<file path="config.mk">
export PLATFORM = sky130hd
export DESIGN_NAME = wdt_power_ctl
export DESIGN_NICKNAME = d
export VERILOG_FILES = /design/src/wdt_pkg.sv /design/src/wdt_counter.sv /design/src/wdt_power_ctl.sv
export VERILOG_INCLUDE_DIRS = /design/src
export SDC_FILE = /design/constraint.sdc
export NUM_CORES = 1
export LEC_CHECK = 0
export BUFFER_PORTS_ARGS = -buffer_cell sky130_fd_sc_hd__buf_2
export CELL_PAD_IN_SITES_DETAIL_PLACEMENT = 0
export CELL_PAD_IN_SITES_GLOBAL_PLACEMENT = 1
export CORE_ASPECT_RATIO = 2
export CORE_MARGIN = 2
export CORE_UTILIZATION = 40
export DETAILED_ROUTE_END_ITERATION = 6
export PLACE_DENSITY = 0.84
export SYNTH_ARGS = -nofsm -noshare
export SYNTH_HDL_FRONTEND = slang
export SYNTH_SLANG_ARGS = --single-unit
</file>
<file path="constraint.sdc">
create_clock -name pclk -period 3.4 [get_ports pclk]
set_input_delay 0.17 -clock pclk [delete_from_list [all_inputs] [get_ports pclk]]
set_output_delay 0.17 -clock pclk [all_outputs]
set_load 0.05 [all_outputs]
</file>
<file path="src/wdt_defs.svh">
`ifndef WDT_DEFS_SVH
`define WDT_DEFS_SVH

// --------------------
// Register indices (byte address = 4 x index)
// --------------------
`define WDT_IDX_SELECT      10'h009
`define WDT_IDX_STATUS      10'h00A
`define WDT_IDX_CMD         10'h010
`define WDT_IDX_STATE       10'h011

// --------------------
// Reset values
// --------------------
`define WDT_SELECT_RST      8'h07

// --------------------
// Field positions
// --------------------
`define WDT_SEL_RATIO_LSB   0
`define WDT_SEL_RATIO_MSB   2
`define WDT_SEL_RSVD_BIT    3
`define WDT_SEL_TEST_LSB    4
`define WDT_SEL_TEST_MSB    7
`define WDT_TEST_DAC_CODE   4'h5
`define WDT_STAT_SLEEP_BIT  4
`define WDT_STAT_EXPIRY_BIT 5
`define WDT_CMD_CLR_BIT     0
`define WDT_CMD_CLR1_BIT    1
`define WDT_CMD_CLR2_BIT    2
`define WDT_CMD_HALT_BIT    3

// --------------------
// Timing counts
// --------------------
`define WDT_BASE_BITS       8
`define WDT_INSTR_DIV       4
`define WDT_DUMMY_CYCLES    1024

`endif

</file>
<file path="src/wdt_pkg.sv">
package wdt_pkg;

    // --------------------
    // Power state of the core
    // --------------------
    typedef enum logic [1:0] {
        S_RUN   = 2'b00,    // Executing
        S_HALT  = 2'b01,    // Oscillator stopped
        S_DUMMY = 2'b10     // Start-up wait after wake or reset
    } pwr_state_t;

    // Why the dummy period was entered
    typedef enum logic [1:0] {
        W_NEXT  = 2'b00,    // Resume at next instruction
        W_IRQ   = 2'b01,    // Take interrupt response
        W_RESET = 2'b10     // Restart from reset vector
    } wake_kind_t;

    // Status flags seen by software
    typedef struct packed {
        logic expiry_flag;
        logic sleep_flag;
    } status_t;

    // One-cycle requests toward the processor core
    typedef struct packed {
        logic chip_reset;   // Full reset
        logic warm_reset;   // Program counter and stack pointer only
        logic resume_next;  // Continue after the halt
        logic resume_irq;   // Enter interrupt response
    } cpu_ctl_t;

endpackage : wdt_pkg

</file>
<file path="src/wdt_counter.sv">
module wdt_counter #(
    parameter int unsigned BASE_BITS  = 8,
    parameter int unsigned RATIO_BITS = 3
) (
    input  wire logic                  pclk,
    input  wire logic                  presetn,
    input  wire logic                  clear,
    input  wire logic                  tick,
    input  wire logic [RATIO_BITS-1:0] ratio,
    output logic                       overflow
);
    import wdt_pkg::*;

    // --------------------
    // Divider and prescaler chained as one counter
    // --------------------
    localparam int unsigned CW = BASE_BITS + (1 << RATIO_BITS) - 1;

    logic [CW-1:0] count_ff;     // Ticks since last clear or overflow
    logic [CW-1:0] nxt_count;    // Next count
    logic          overflow_ff;  // Registered overflow pulse
    logic          at_last;      // Count reached selected terminal

    // Last count before overflow for a given ratio
    function automatic logic [CW-1:0] last_count(
        input logic [RATIO_BITS-1:0] r
    );
        last_count = CW'((32'd1 << (BASE_BITS + 32'(r))) - 32'd1);
    endfunction : last_count

    // Greater-or-equal so a ratio lowered mid-count still fires
    assign at_last  = count_ff >= last_count(ratio);
    assign overflow = overflow_ff;

    // Next count: clear has priority over counting
    always_comb begin
        if (clear) begin
            nxt_count = '0;
        end else if (tick) begin
            nxt_count = at_last ? '0 : count_ff + 1'b1;
        end else begin
            nxt_count = count_ff;
        end
    end

    // Counter and overflow flops
    always_ff @(posedge pclk or negedge presetn) begin
        if (!presetn) begin
            count_ff    <= '0;
            overflow_ff <= 1'b0;
        end else begin
            count_ff    <= nxt_count;
            overflow_ff <= !clear && tick && at_last;
        end
    end

endmodule : wdt_counter

</file>
<file path="src/wdt_power_ctl.sv">
// Our own choice: the APB interface to the registers.
`include "wdt_defs.svh"
// Behaviour
// [RULE_01] Clock from RC oscillator or instruction clock
// [RULE_02] Divide selected clock by 256 first
// [RULE_03] Prescale by two to the ratio field
// [RULE_04] Select register bit 3 reads zero
// [RULE_05] Upper nibble 0101 enters DAC test
// [RULE_06] Disabled watchdog makes related actions no-ops
// [RULE_07] Instruction-clock source stops counting in halt
// [RULE_08] Normal overflow: chip reset, set expiry flag
// [RULE_09] Halt overflow: warm reset of PC, SP
// [RULE_10] Reset pin, clear, halt clear the count
// [RULE_11] Single or dual clear instruction option
// [RULE_12] Halt stops system oscillator, RC keeps running
// [RULE_13] Halt preserves RAM, registers, port states
// [RULE_14] Halt clears counter and prescaler on RC
// [RULE_15] Halt sets sleep flag, clears expiry flag
// [RULE_16] Power-up and clear instruction clear sleep
// [RULE_17] Wake on reset, interrupt, port, overflow
// [RULE_18] Per-bit port wake mask, resume next
// [RULE_19] Interrupt wake: response if enabled, room
// [RULE_20] Pending-before-halt interrupt cannot wake
// [RULE_21] 1024-cycle dummy period after any wake
// [RULE_22] RC oscillator optional, runs during halt
// [RULE_23] Overflow after 256 times ratio ticks
module wdt_power_ctl #(
    parameter bit          WDT_ENABLE    = 1'b1,
    parameter bit          SRC_RC        = 1'b1,
    parameter bit          DUAL_CLEAR    = 1'b0,
    parameter bit          RC_OSC_ENABLE = 1'b1,
    parameter logic [7:0]  PA_WAKE_MASK  = 8'hFF,
    parameter int unsigned N_IRQ         = 3
) (
    input  wire logic                  pclk,
    input  wire logic                  presetn,
    input  wire logic                  psel,
    input  wire logic                  penable,
    input  wire logic                  pwrite,
    input  wire logic [11:0]           paddr,
    input  wire logic [31:0]           pwdata,
    output logic      [31:0]           prdata,
    output logic                       pready,
    output logic                       pslverr,
    input  wire logic                  ext_rst_n,
    input  wire logic                  rc_osc_in,
    input  wire logic [7:0]            port_a_in,
    input  wire logic [N_IRQ-1:0]      irq_req,
    input  wire logic [N_IRQ-1:0]      irq_en,
    input  wire logic                  irq_master_en,
    input  wire logic                  stack_full,
    output wdt_pkg::cpu_ctl_t          cpu_ctl,
    output wdt_pkg::status_t           status,
    output logic                       cpu_halted,
    output logic                       sys_osc_run,
    output logic                       rc_osc_en,
    output logic                       dac_test_mode
);
    import wdt_pkg::*;

    // ------------------------------------------------------------------
    // Constants
    // ------------------------------------------------------------------
    localparam logic [9:0] DUMMY_LAST = 10'(`WDT_DUMMY_CYCLES - 1);
    localparam logic [1:0] DIV_LAST   = 2'(`WDT_INSTR_DIV - 1);

    // ------------------------------------------------------------------
    // Declarations
    // ------------------------------------------------------------------
    logic             rc_meta_ff;     // Oscillator pin, first stage
    logic             rc_sync_ff;     // Oscillator pin, second stage
    logic             rc_prev_ff;     // Delayed copy for edge detect
    logic             rst_meta_ff;    // Reset pin, first stage
    logic             rst_sync_ff;    // Reset pin, second stage
    logic [7:0]       pa_meta_ff;     // Port A, first stage
    logic [7:0]       pa_sync_ff;     // Port A, second stage
    logic [7:0]       pa_prev_ff;     // Port A, delayed copy
    pwr_state_t       state_ff;       // Power state
    pwr_state_t       nxt_state;
    wake_kind_t       kind_ff;        // Cause of current dummy period
    wake_kind_t       nxt_kind;
    logic [9:0]       dummy_ff;       // Dummy period counter
    logic [9:0]       nxt_dummy;
    logic [1:0]       div_ff;         // Instruction clock divider
    logic [7:0]       select_ff;      // Watchdog select register
    logic [7:0]       nxt_select;
    status_t          status_ff;      // Sleep and expiry flags
    status_t          nxt_status;
    logic             clr1_seen_ff;   // First dual clear executed
    logic             clr2_seen_ff;   // Second dual clear executed
    logic [N_IRQ-1:0] irq_held_ff;    // Requests pending at halt
    cpu_ctl_t         ctl_ff;         // Core requests
    cpu_ctl_t         nxt_ctl;
    logic             osc_run_ff;     // System oscillator enable
    logic [31:0]      prdata_ff;      // Registered read data

    // ------------------------------------------------------------------
    // Register decode
    // ------------------------------------------------------------------
    // Byte address of a register index
    function automatic logic reg_hit(
        input logic [11:0] addr,
        input logic [9:0]  idx
    );
        reg_hit = (addr == {idx, 2'b00});
    endfunction : reg_hit

    wire hit_select = reg_hit(paddr, `WDT_IDX_SELECT);
    wire hit_status = reg_hit(paddr, `WDT_IDX_STATUS);
    wire hit_cmd    = reg_hit(paddr, `WDT_IDX_CMD);
    wire hit_state  = reg_hit(paddr, `WDT_IDX_STATE);
    wire hit_any    = hit_select | hit_status | hit_cmd | hit_state;
    wire setup_ph   = psel & ~penable;
    wire wr_access  = psel & penable & pwrite & hit_any;
    wire running    = (state_ff == S_RUN);
    wire halted     = (state_ff == S_HALT);

    // Commands only execute while the core runs
    wire cmd_wr     = wr_access & hit_cmd & running;
    wire cmd_clr    = cmd_wr & pwdata[`WDT_CMD_CLR_BIT];
    wire cmd_clr1   = cmd_wr & pwdata[`WDT_CMD_CLR1_BIT];
    wire cmd_clr2   = cmd_wr & pwdata[`WDT_CMD_CLR2_BIT];
    wire cmd_halt   = cmd_wr & pwdata[`WDT_CMD_HALT_BIT];

    // ------------------------------------------------------------------
    // Clear instruction option
    // ------------------------------------------------------------------
    // Dual mode needs both halves in any order
    wire clr1_done  = clr1_seen_ff | cmd_clr1;
    wire clr2_done  = clr2_seen_ff | cmd_clr2;
    wire clr_exec   = WDT_ENABLE &&
                      (DUAL_CLEAR ? (clr1_done & clr2_done)
                                  : cmd_clr);                 // [RULE_11]

    // ------------------------------------------------------------------
    // Watchdog clock source
    // ------------------------------------------------------------------
    wire rc_tick    = RC_OSC_ENABLE & rc_sync_ff & ~rc_prev_ff; // [RULE_22]
    // Instruction clock dies with the oscillator in halt
    wire instr_tick = (div_ff == DIV_LAST) & ~halted;         // [RULE_07]
    wire wdt_tick   = WDT_ENABLE &&
                      (SRC_RC ? rc_tick : instr_tick);        // [RULE_01]
    wire ext_rst    = ~rst_sync_ff;

    // Disabled watchdog holds its count at zero
    wire wdt_clear  = ext_rst | clr_exec | cmd_halt |
                      !WDT_ENABLE;                    // [RULE_10] [RULE_06]
    logic wdt_ovf;

    // Divide-by-256 then prescaler; halt clear resets both stages
    wdt_counter #(
        .BASE_BITS  (`WDT_BASE_BITS),
        .RATIO_BITS (3)
    ) u_counter (
        .pclk     (pclk),
        .presetn  (presetn),
        .clear    (wdt_clear),                                // [RULE_14]
        .tick     (wdt_tick),
        .ratio    (select_ff[`WDT_SEL_RATIO_MSB:`WDT_SEL_RATIO_LSB]),
        .overflow (wdt_ovf)               // [RULE_02] [RULE_03] [RULE_23]
    );

    // ------------------------------------------------------------------
    // Wake sources
    // ------------------------------------------------------------------
    wire [7:0] pa_fall = pa_prev_ff & ~pa_sync_ff;
    wire port_wake     = |(pa_fall & PA_WAKE_MASK);           // [RULE_18]
    // Only requests raised after the halt may wake
    wire [N_IRQ-1:0] irq_new = irq_req & ~irq_held_ff;        // [RULE_20]
    wire irq_wake      = |irq_new;
    wire irq_take      = irq_master_en & |(irq_new & irq_en) &
                         ~stack_full;                         // [RULE_19]

    // ------------------------------------------------------------------
    // Power state machine
    // ------------------------------------------------------------------
    // Reset pin beats overflow, which beats interrupt and port
    always_comb begin
        nxt_state = state_ff;
        nxt_kind  = kind_ff;
        nxt_dummy = dummy_ff;
        nxt_ctl   = '0;
        case (state_ff)
            S_RUN: begin
                if (ext_rst) begin
                    nxt_state = S_DUMMY;
                    nxt_kind  = W_RESET;
                    nxt_dummy = '0;
                end else if (wdt_ovf) begin
                    nxt_state          = S_DUMMY;
                    nxt_kind           = W_RESET;
                    nxt_dummy          = '0;
                    nxt_ctl.chip_reset = 1'b1;                // [RULE_08]
                end else if (cmd_halt) begin
                    nxt_state = S_HALT;                       // [RULE_12]
                end
            end
            S_HALT: begin
                nxt_dummy = '0;
                if (ext_rst) begin
                    nxt_state = S_DUMMY;
                    nxt_kind  = W_RESET;
                end else if (wdt_ovf) begin
                    nxt_state          = S_DUMMY;
                    nxt_kind           = W_RESET;
                    nxt_ctl.warm_reset = 1'b1;                // [RULE_09]
                end else if (irq_wake) begin
                    nxt_state = S_DUMMY;
                    nxt_kind  = irq_take ? W_IRQ : W_NEXT;    // [RULE_19]
                end else if (port_wake) begin
                    nxt_state = S_DUMMY;
                    nxt_kind  = W_NEXT;                       // [RULE_17]
                end
            end
            S_DUMMY: begin
                if (ext_rst) begin
                    // Pin held low keeps the wait from starting
                    nxt_dummy = '0;
                    nxt_kind  = W_RESET;
                end else if (wdt_ovf) begin
                    nxt_dummy          = '0;
                    nxt_kind           = W_RESET;
                    nxt_ctl.chip_reset = 1'b1;
                end else if (dummy_ff == DUMMY_LAST) begin
                    // Execution continues right after the wait
                    nxt_state           = S_RUN;              // [RULE_21]
                    nxt_ctl.resume_irq  = (kind_ff == W_IRQ);
                    nxt_ctl.resume_next = (kind_ff != W_IRQ);
                end else begin
                    nxt_dummy = dummy_ff + 10'd1;             // [RULE_21]
                end
            end
            default: begin
                nxt_state = S_RUN;
            end
        endcase
    end

    // ------------------------------------------------------------------
    // Status flags and select register
    // ------------------------------------------------------------------
    // Overflow is applied last so it wins over any clear
    always_comb begin
        nxt_status = status_ff;
        nxt_select = select_ff;
        if (wr_access && hit_select) begin
            nxt_select = {pwdata[7:4], 1'b0, pwdata[2:0]};    // [RULE_04]
        end
        if (clr_exec) begin
            nxt_status.sleep_flag  = 1'b0;                    // [RULE_16]
            nxt_status.expiry_flag = 1'b0;
        end
        if (cmd_halt) begin
            nxt_status.sleep_flag  = 1'b1;                    // [RULE_15]
            nxt_status.expiry_flag = 1'b0;
        end
        if (ext_rst) begin
            nxt_select = `WDT_SELECT_RST;
        end
        if (wdt_ovf) begin
            nxt_status.expiry_flag = 1'b1;                    // [RULE_08]
            // Warm reset in halt keeps the select register
            if (!halted) begin
                nxt_select = `WDT_SELECT_RST;
            end
        end
    end

    // ------------------------------------------------------------------
    // Read data
    // ------------------------------------------------------------------
    wire [31:0] rd_select = {24'h00_0000, select_ff};         // [RULE_04]
    wire [31:0] rd_status = {26'h000_0000, status_ff.expiry_flag,
                             status_ff.sleep_flag, 4'h0};
    wire [31:0] rd_state  = {27'h000_0000, dac_test_mode,
                             kind_ff, state_ff};
    wire [31:0] rd_data   = hit_select ? rd_select :
                            hit_status ? rd_status :
                            hit_state  ? rd_state  : 32'h0000_0000;

    // ------------------------------------------------------------------
    // Input synchronisers
    // ------------------------------------------------------------------
    // Pins pass two flops before any logic reads them
    always_ff @(posedge pclk or negedge presetn) begin
        if (!presetn) begin
            rc_meta_ff  <= 1'b0;
            rc_sync_ff  <= 1'b0;
            rc_prev_ff  <= 1'b0;
            rst_meta_ff <= 1'b1;
            rst_sync_ff <= 1'b1;
            pa_meta_ff  <= 8'hFF;
            pa_sync_ff  <= 8'hFF;
            pa_prev_ff  <= 8'hFF;
        end else begin
            rc_meta_ff  <= rc_osc_in;
            rc_sync_ff  <= rc_meta_ff;
            rc_prev_ff  <= rc_sync_ff;
            rst_meta_ff <= ext_rst_n;
            rst_sync_ff <= rst_meta_ff;
            pa_meta_ff  <= port_a_in;
            pa_sync_ff  <= pa_meta_ff;
            pa_prev_ff  <= pa_sync_ff;
        end
    end

    // ------------------------------------------------------------------
    // Control state
    // ------------------------------------------------------------------
    // Power-up clears both flags
    always_ff @(posedge pclk or negedge presetn) begin
        if (!presetn) begin
            state_ff  <= S_RUN;
            kind_ff   <= W_NEXT;
            dummy_ff  <= '0;
            ctl_ff    <= '0;
            status_ff <= '0;                                  // [RULE_16]
            select_ff <= `WDT_SELECT_RST;
        end else begin
            state_ff  <= nxt_state;
            kind_ff   <= nxt_kind;
            dummy_ff  <= nxt_dummy;
            ctl_ff    <= nxt_ctl;
            status_ff <= nxt_status;
            select_ff <= nxt_select;
        end
    end

    // Oscillator gate and instruction clock divider
    always_ff @(posedge pclk or negedge presetn) begin
        if (!presetn) begin
            osc_run_ff <= 1'b1;
            div_ff     <= '0;
        end else begin
            osc_run_ff <= (nxt_state != S_HALT);              // [RULE_12]
            div_ff     <= halted ? div_ff : div_ff + 2'd1;
        end
    end

    // Dual clear halves and requests pending at halt entry
    always_ff @(posedge pclk or negedge presetn) begin
        if (!presetn) begin
            clr1_seen_ff <= 1'b0;
            clr2_seen_ff <= 1'b0;
            irq_held_ff  <= '0;
        end else begin
            clr1_seen_ff <= clr1_done & ~clr_exec & ~ext_rst;
            clr2_seen_ff <= clr2_done & ~clr_exec & ~ext_rst;
            if (cmd_halt) begin
                irq_held_ff <= irq_req;                       // [RULE_20]
            end
        end
    end

    // Read data captured in the setup cycle
    always_ff @(posedge pclk or negedge presetn) begin
        if (!presetn) begin
            prdata_ff <= 32'h0000_0000;
        end else if (setup_ph) begin
            prdata_ff <= rd_data;
        end
    end

    // ------------------------------------------------------------------
    // Outputs
    // ------------------------------------------------------------------
    // Nothing here touches core state during halt; it simply stays put
    assign cpu_halted    = halted;                            // [RULE_13]
    assign cpu_ctl       = ctl_ff;
    assign status        = status_ff;
    assign sys_osc_run   = osc_run_ff;
    assign rc_osc_en     = RC_OSC_ENABLE;                     // [RULE_22]
    assign dac_test_mode = (select_ff[`WDT_SEL_TEST_MSB:`WDT_SEL_TEST_LSB]
                            == `WDT_TEST_DAC_CODE);           // [RULE_05]
    assign prdata        = prdata_ff;
    assign pready        = 1'b1;
    assign pslverr       = psel & penable & ~hit_any;

endmodule : wdt_power_ctl

</file>
Word level (Yosys, flattened, before mapping)
Index checks and enable logic that the tools add are counted.
{ "word_totals": {"wordCells": 133, "in_bits": 67, "reg_bits": 109, "out_inout_bits": 44} }
{ "op_classes": {"addsub": 4, "bitwise": 27, "reduce_logical": 16, "n_eq_ne": 15, "magnitude_cmp": 1, "muxes": 46, "shifts": 1} }
{ "op_table": {"columns": ["cell", "n"], "rows": [
  ["2-to-1 mux 10 bit", 5],
  ["2-to-1 mux 15 bit", 3],
  ["2-to-1 mux 2 bit", 22],
  ["2-to-1 mux 8 bit", 5],
  ["left shift 1 x 32 -> 15 bit (first input constant)", 1],
  ["one-hot mux 10 bit (3 select lines)", 1],
  ["== test 12 x 6 -> 1 bit (second input constant)", 2],
  ["== test 12 x 7 -> 1 bit (second input constant)", 2],
  ["adder 15 x 1 -> 15 bit (second input constant)", 1],
  ["greater-or-equal comparator 15 bit", 1],
  ["subtractor 15 x 1 -> 15 bit (second input constant)", 1],
  ["AND 1 bit", 12],
  ["adder 10 x 1 -> 10 bit (second input constant)", 1],
  ["== test 10 bit (second input constant)", 1],
  ["AND 8 bit", 1],
  ["inverter 8 bit", 1],
  ["OR reduction 8 bit", 1],
  ["AND 3 bit", 2],
  ["2-to-1 mux 1 bit", 6],
  ["2-to-1 mux 6 bit", 1],
  ["!= test 3 x 2 -> 1 bit (second input constant)", 2],
  ["one-hot mux 2 bit (3 select lines)", 1],
  ["AND reduction 3 bit", 2],
  ["nonzero test 2 bit", 3],
  ["18 further kinds", 32]
]} }

Longest topological paths before layout
{ "depth": {"word_depth": 13, "depth_mapped": 9, "depth_no_buf": 7} }

Hierarchy
From an unflattened synthesis, not the netlist that was laid out.
{ "hier_totals": {"hier_cells": 424, "hier_area_um2": 4554.4} }
{ "modules_own_cells": {"columns": ["module", "seq_area_each_um2", "area_each_um2", "cells_per_inst", "n_inst"], "rows": [
  ["wdt_power_ctl", 1764.2, 3268.1, 287, 1],
  ["wdt_counter", 400.4, 1286.2, 137, 1]
]} }

Worst setup path after synthesis
No wires, ideal clock.
{ "synth_path": {"kind": "register -> register", "from": "reg select_ff[5]", "to": "reg prdata_ff[4] (netlist: prdata[4])", "setup_ps": 86, "path_slack_ps": 1021, "required_time_ps": 3314, "arrival_ps": 2292, "stages_incl_launch_ff": 4, "path_buffers": 0, "period_less_slack_ps": 2379, "path_cell_list": "dfrtp_1 nor4bb_1 a21oi_1 o21ai_0"} }
{ "synth_via": {"elab_chain_cells": 4} }
{ "synth_rtl": {"columns": ["element", "line", "text"], "rows": [
  ["start: declaration", "wdt_power_ctl.sv:85", "logic [7:0] select_ff;"],
  ["start signal: assignment", "wdt_power_ctl.sv:318", "select_ff <= `WDT_SELECT_RST;"],
  ["start signal: assignment", "wdt_power_ctl.sv:325", "select_ff <= nxt_select;"],
  ["== test 4 x 3 -> 1 bit (no source line)", null, null],
  ["net dac_test_mode", "wdt_power_ctl.sv:57", "output logic dac_test_mode"],
  ["2-to-1 mux 5 bit", "wdt_power_ctl.sv:279", "hit_state ? rd_state : 32'h0000_0000;"],
  ["2-to-1 mux 6 bit", "wdt_power_ctl.sv:278", "hit_status ? rd_status :"],
  ["2-to-1 mux 8 bit", "wdt_power_ctl.sv:277", "wire [31:0] rd_data = hit_select ? rd_select :"],
  ["end signal: assignment", "wdt_power_ctl.sv:360", "prdata_ff <= rd_data;"],
  ["end: declaration", "wdt_power_ctl.sv:95", "logic [31:0] prdata_ff;"]
]} }
The timed path passes the listed nets, and every way through them passes these cells.
A chain may end at the register's enable or synchronous reset.

Final worst setup path
{ "layout_path": {"from": "reg select_ff[1]", "to": "reg u_counter.overflow_ff (netlist: u_counter.overflow)"} }
{ "layout_via": {"elab_chain_cells": 5} }
{ "layout_rtl": {"columns": ["element", "line", "text"], "rows": [
  ["adder 4 x 3 -> 5 bit", "wdt_counter.sv:28", "last_count = CW'((32'd1 << (BASE_BITS + 32'(r))) - 32'd1);"],
  ["left shift 1 x 32 -> 15 bit", "wdt_counter.sv:28", null],
  ["subtractor 15 x 1 -> 15 bit", "wdt_counter.sv:28", null],
  ["greater-or-equal comparator 15 bit", "wdt_counter.sv:32", "assign at_last = count_ff >= last_count(ratio);"],
  ["logical AND 1 bit", "wdt_counter.sv:53", "overflow_ff <= !clear && tick && at_last;"],
  ["end signal: assignment", "wdt_counter.sv:53", null],
  ["end: declaration", "wdt_counter.sv:21", "logic overflow_ff;"]
]} }
Every way passes these cells.

==> impl_metrics.env <==
export IMPL_status="complete, but fails checks"
export IMPL_violations="negative hold slack"
export IMPL_rsz0062_at_grt="no"
export IMPL_ys_ff_latch=85
export IMPL_nets=565
export IMPL_path_max_fanout=24
export IMPL_syn_area_um2=4214
export IMPL_final_area_um2=4921
export IMPL_ff_latch_area_um2=2165
export IMPL_wl_met1_um=3460
export IMPL_clk_latency_ps=350
export IMPL_route_vias_total=3381
export IMPL_final_layout_size_suffix_gt1_frac=0.2389
export IMPL_num_antenna_cells=0
export IMPL_numCtsBuffers=9
export IMPL_cpPeakStageDelay_ps=600
export IMPL_io_pins=111
export IMPL_fp_coreArea_um2=10410
export IMPL_grt_pass1_vias=3219
export IMPL_hold_slack_ps=-18.28
export IMPL_synth_cell_types=55
export IMPL_drt_initial_drc_count=179
export IMPL_clockRootBuffer="clkbuf_16"
export IMPL_cellLeakagePower_nw=2.180
export IMPL_grt_pass1_wl_um=15200
export IMPL_period_needed_ps=2357
export IMPL_crit_arrival_ps=2590
export IMPL_fillerInstances=1015
export IMPL_wl_per_cell_um=14.65
export IMPL_routed_wl_um=9241
export IMPL_grt_antenna_before_repair=0
export IMPL_finalMaxSlewViolations=0
export IMPL_wl_met3_um=437
export IMPL_synth_edf_count=0
export IMPL_ys_flop_type="dfrtp_1"
export IMPL_final_antenna_net_count=0
export IMPL_clock_sinks=85
export IMPL_hold_path_class="input pin to async pin"
export IMPL_track_usage=0.1679
export IMPL_synthArstFlopShare=1.000
export IMPL_fp_dieW_um=76.58
export IMPL_synth_warnings=0
export IMPL_crit_chain="a21oi_1, ha_1, nand3_1, or4_1, a31o_2, a211oi_1"
export IMPL_cts_tree="yes"
export IMPL_drt_drc_violations_left=0
export IMPL_place_ws_ps=1008
export IMPL_syn_inst=426
export IMPL_worst_clock_skew_ps=8.143
export IMPL_wl_met2_um=5041
export IMPL_multi_input_area_um2=1819
export IMPL_start_util=0.4048
export IMPL_fin_ws_ps=1043
export IMPL_detail_route_vias_per_cell=5.358
export IMPL_min_period_over_period=0.6933
export IMPL_cts_resized=0
export IMPL_clkTransAtPathRegs_ps=70
export IMPL_io_buffer_count=60
export IMPL_finalWeightedCongestion=0.8361
export IMPL_htree_levels=3
export IMPL_timing_setup_tns_ps=0
export IMPL_relSlewSlack=0.2825
export IMPL_die_y_um=149.2
export IMPL_row_count=53
export IMPL_worstMarginPinSlew_ps=1076
export IMPL_slowest_stage="dfstp_2"
export IMPL_cts_buffer_depth=2
export IMPL_ys_seq_area_frac=0.5137
export IMPL_dr_max_layer_used="met4"
export IMPL_dp_hpwl_um=6660
export IMPL_gr_total_overflow=0
export IMPL_maxCapViolations=0
export IMPL_worstSetupEndpointType="flip-flop"
export IMPL_die_area_um2=11420
export IMPL_first_pass_iters=4
export IMPL_fmax_mhz=424.2
export IMPL_dpl_instance_area_um2=4522
export IMPL_final_hold_viol_count=7
export IMPL_setup_viol=0
export IMPL_start_kind="flip-flop"
export IMPL_grt_max_degree=86
export IMPL_p_per_area_nw_per_um2=446.6
export IMPL_avgSynthCellArea_um2=9.892
export IMPL_max_vdd_ir_drop_v=0.0002582
export IMPL_cp_required_ps=3630
export IMPL_syn_to_final_growth_pct=16.78
export IMPL_worst_setup_path_type="flip-flop to flip-flop"
Yosys cell counts (all sizes together) (2+ instances only):
cell type | number | area [um2]
a22oi | 9 | 67.56
o22ai | 2 | 12.51
nor4 | 4 | 40.04
mux2 | 4 | 45.04
inv | 11 | 41.29
a21o | 3 | 22.52
conb | 2 | 7.510
a21oi | 19 | 95.09
and2 | 6 | 37.54
nand4 | 25 | 156.4
nor2b | 13 | 81.33
nand2 | 49 | 186.4
mux2i | 6 | 60.06
or4 | 7 | 56.30
o211ai | 6 | 45.04
and3 | 3 | 18.77
o31ai | 4 | 30.03
a31oi | 10 | 62.56
a2111oi | 2 | 17.52
dfrtp | 55 | 1376
nor3b | 2 | 15.01
ha | 9 | 112.6
and4 | 2 | 17.52
clkbuf | 16 | 61.30
or2 | 2 | 12.52
or3 | 3 | 18.77
dfstp | 30 | 788.3
o21ai | 22 | 110.1
nor3 | 11 | 55.05
buf | 29 | 217.7
nand3 | 18 | 90.09
nor2 | 19 | 71.32
nand2b | 7 | 43.79
o41ai | 2 | 17.52
what timing repair did:
item | 4_1_cts | 5_1_grt
hold buffers | 10 | 0
endpoints found under the hold margin | 10 | 0
setup buffers | 0 | 0
worst max-delay path, delay by kind of cell, from the launching register on:
kind,cells,cell delay (ps)
AOI/OAI and AO/OA,3,830
DFF,1,600
and+or+nand+nor,2,490
adders and majority gates,1,310
per-layer routing:
layer  vias up  GRT usage
li1       1620          -
met1      1634     0.1831
met2       107     0.3031
met3        20    0.03087
met4         0    0.09455
met5         -          0
report_power, final:
group	switching, mW	leakage [nW]	internal [mW]
combinational	0.128	0.972	0.0417
clock	0.450	0.149	0.521
sequential	0.0119	1.06	1.05
area by class of cell:
class,instances,share of cell area
Sequential cell,85,0.4399
Multi-Input combinational cell,309,0.3697
Timing Repair Buffer,73,0.08645
Clock buffer,9,0.04577
Tap cell,137,0.03483
Clock inverter,7,0.01500
Inverter,11,0.008391
sequential cells by signal, indices dropped and copies added (netlist names), 2 cells and up:
| name | cells |
|---|---|
| u_counter.count_ff | 15 |
| dummy_ff | 10 |
| pa_meta_ff | 8 |
| pa_prev_ff | 8 |
| pa_sync_ff | 8 |
| prdata | 8 |
| select_ff | 8 |
| cpu_ctl | 4 |
| irq_held_ff | 3 |
| kind_ff | 2 |
| state_ff | 2 |
| status | 2 |
stage by stage:
| stage | std cells | util | total power, mW |
|---|---|---|---|
| final | 631 | 0.4727 | 2.198 |
| after global routing | 631 | 0.4727 | 2.284 |
| after CTS | 631 | 0.4727 | 2.228 |
| after detailed placement | 605 | 0.4343 | 1.237 |
| after global placement | 605 | 0.4343 | 1.234 |
| after floorplan | 450 | - | 1.200 |
final timing paths:
check | from | end | slack (ps) | cells after the start
max | select_ff[1] | u_counter.overflow | 1040 | 6
min | presetn | prdata[7] | -20 | 1
max reg2reg | select_ff[1] | u_counter.overflow | 1040 | 6
min reg2reg | rst_meta_ff | rst_sync_ff | 350 | 0
max in group asynchronous | presetn | irq_held_ff[2] | 2690 | 1
min in group pclk | pwdata[1] | select_ff[1] | 70 | 3
cells by family after synthesis:
kind of cell             after synthesis  synth area share
buffers and inverters                 56           0.07601
AO/OA/AOI/OAI                         87            0.1303
multiplexers                          10           0.02494
other                                  2          0.001782
XOR/XNOR                               1          0.002079
flip-flops                            85            0.5137
adder cells (fa/ha/maj)                9           0.02672
AND/OR/NAND/NOR                      176            0.2245
cell usage in the layout, fill, tap and decap left out, types with 4 or more instances in the layout:
cell type	Yosys	layout
or4_1	6	6
clkbuf_16	0	9
nor3_1	11	11
inv_1	11	11
dfstp_2	30	30
conb_1	2	26
mux2i_1	6	6
a31oi_1	10	10
o21ai_0	22	22
nand2b_1	7	7
ha_1	9	9
dlygate4sd3_1	0	10
and2_1	6	6
dfrtp_1	55	55
o31ai_1	4	4
nand2_1	48	48
nor2b_1	13	13
a22oi_1	9	9
nand3_1	18	18
nand4_1	25	25
buf_4	27	4
o211ai_1	6	6
nor2_1	19	19
buf_2	0	59
a21oi_1	19	19
mux2_2	4	4
No activity file was read; power rests on OpenSTA's default activity.
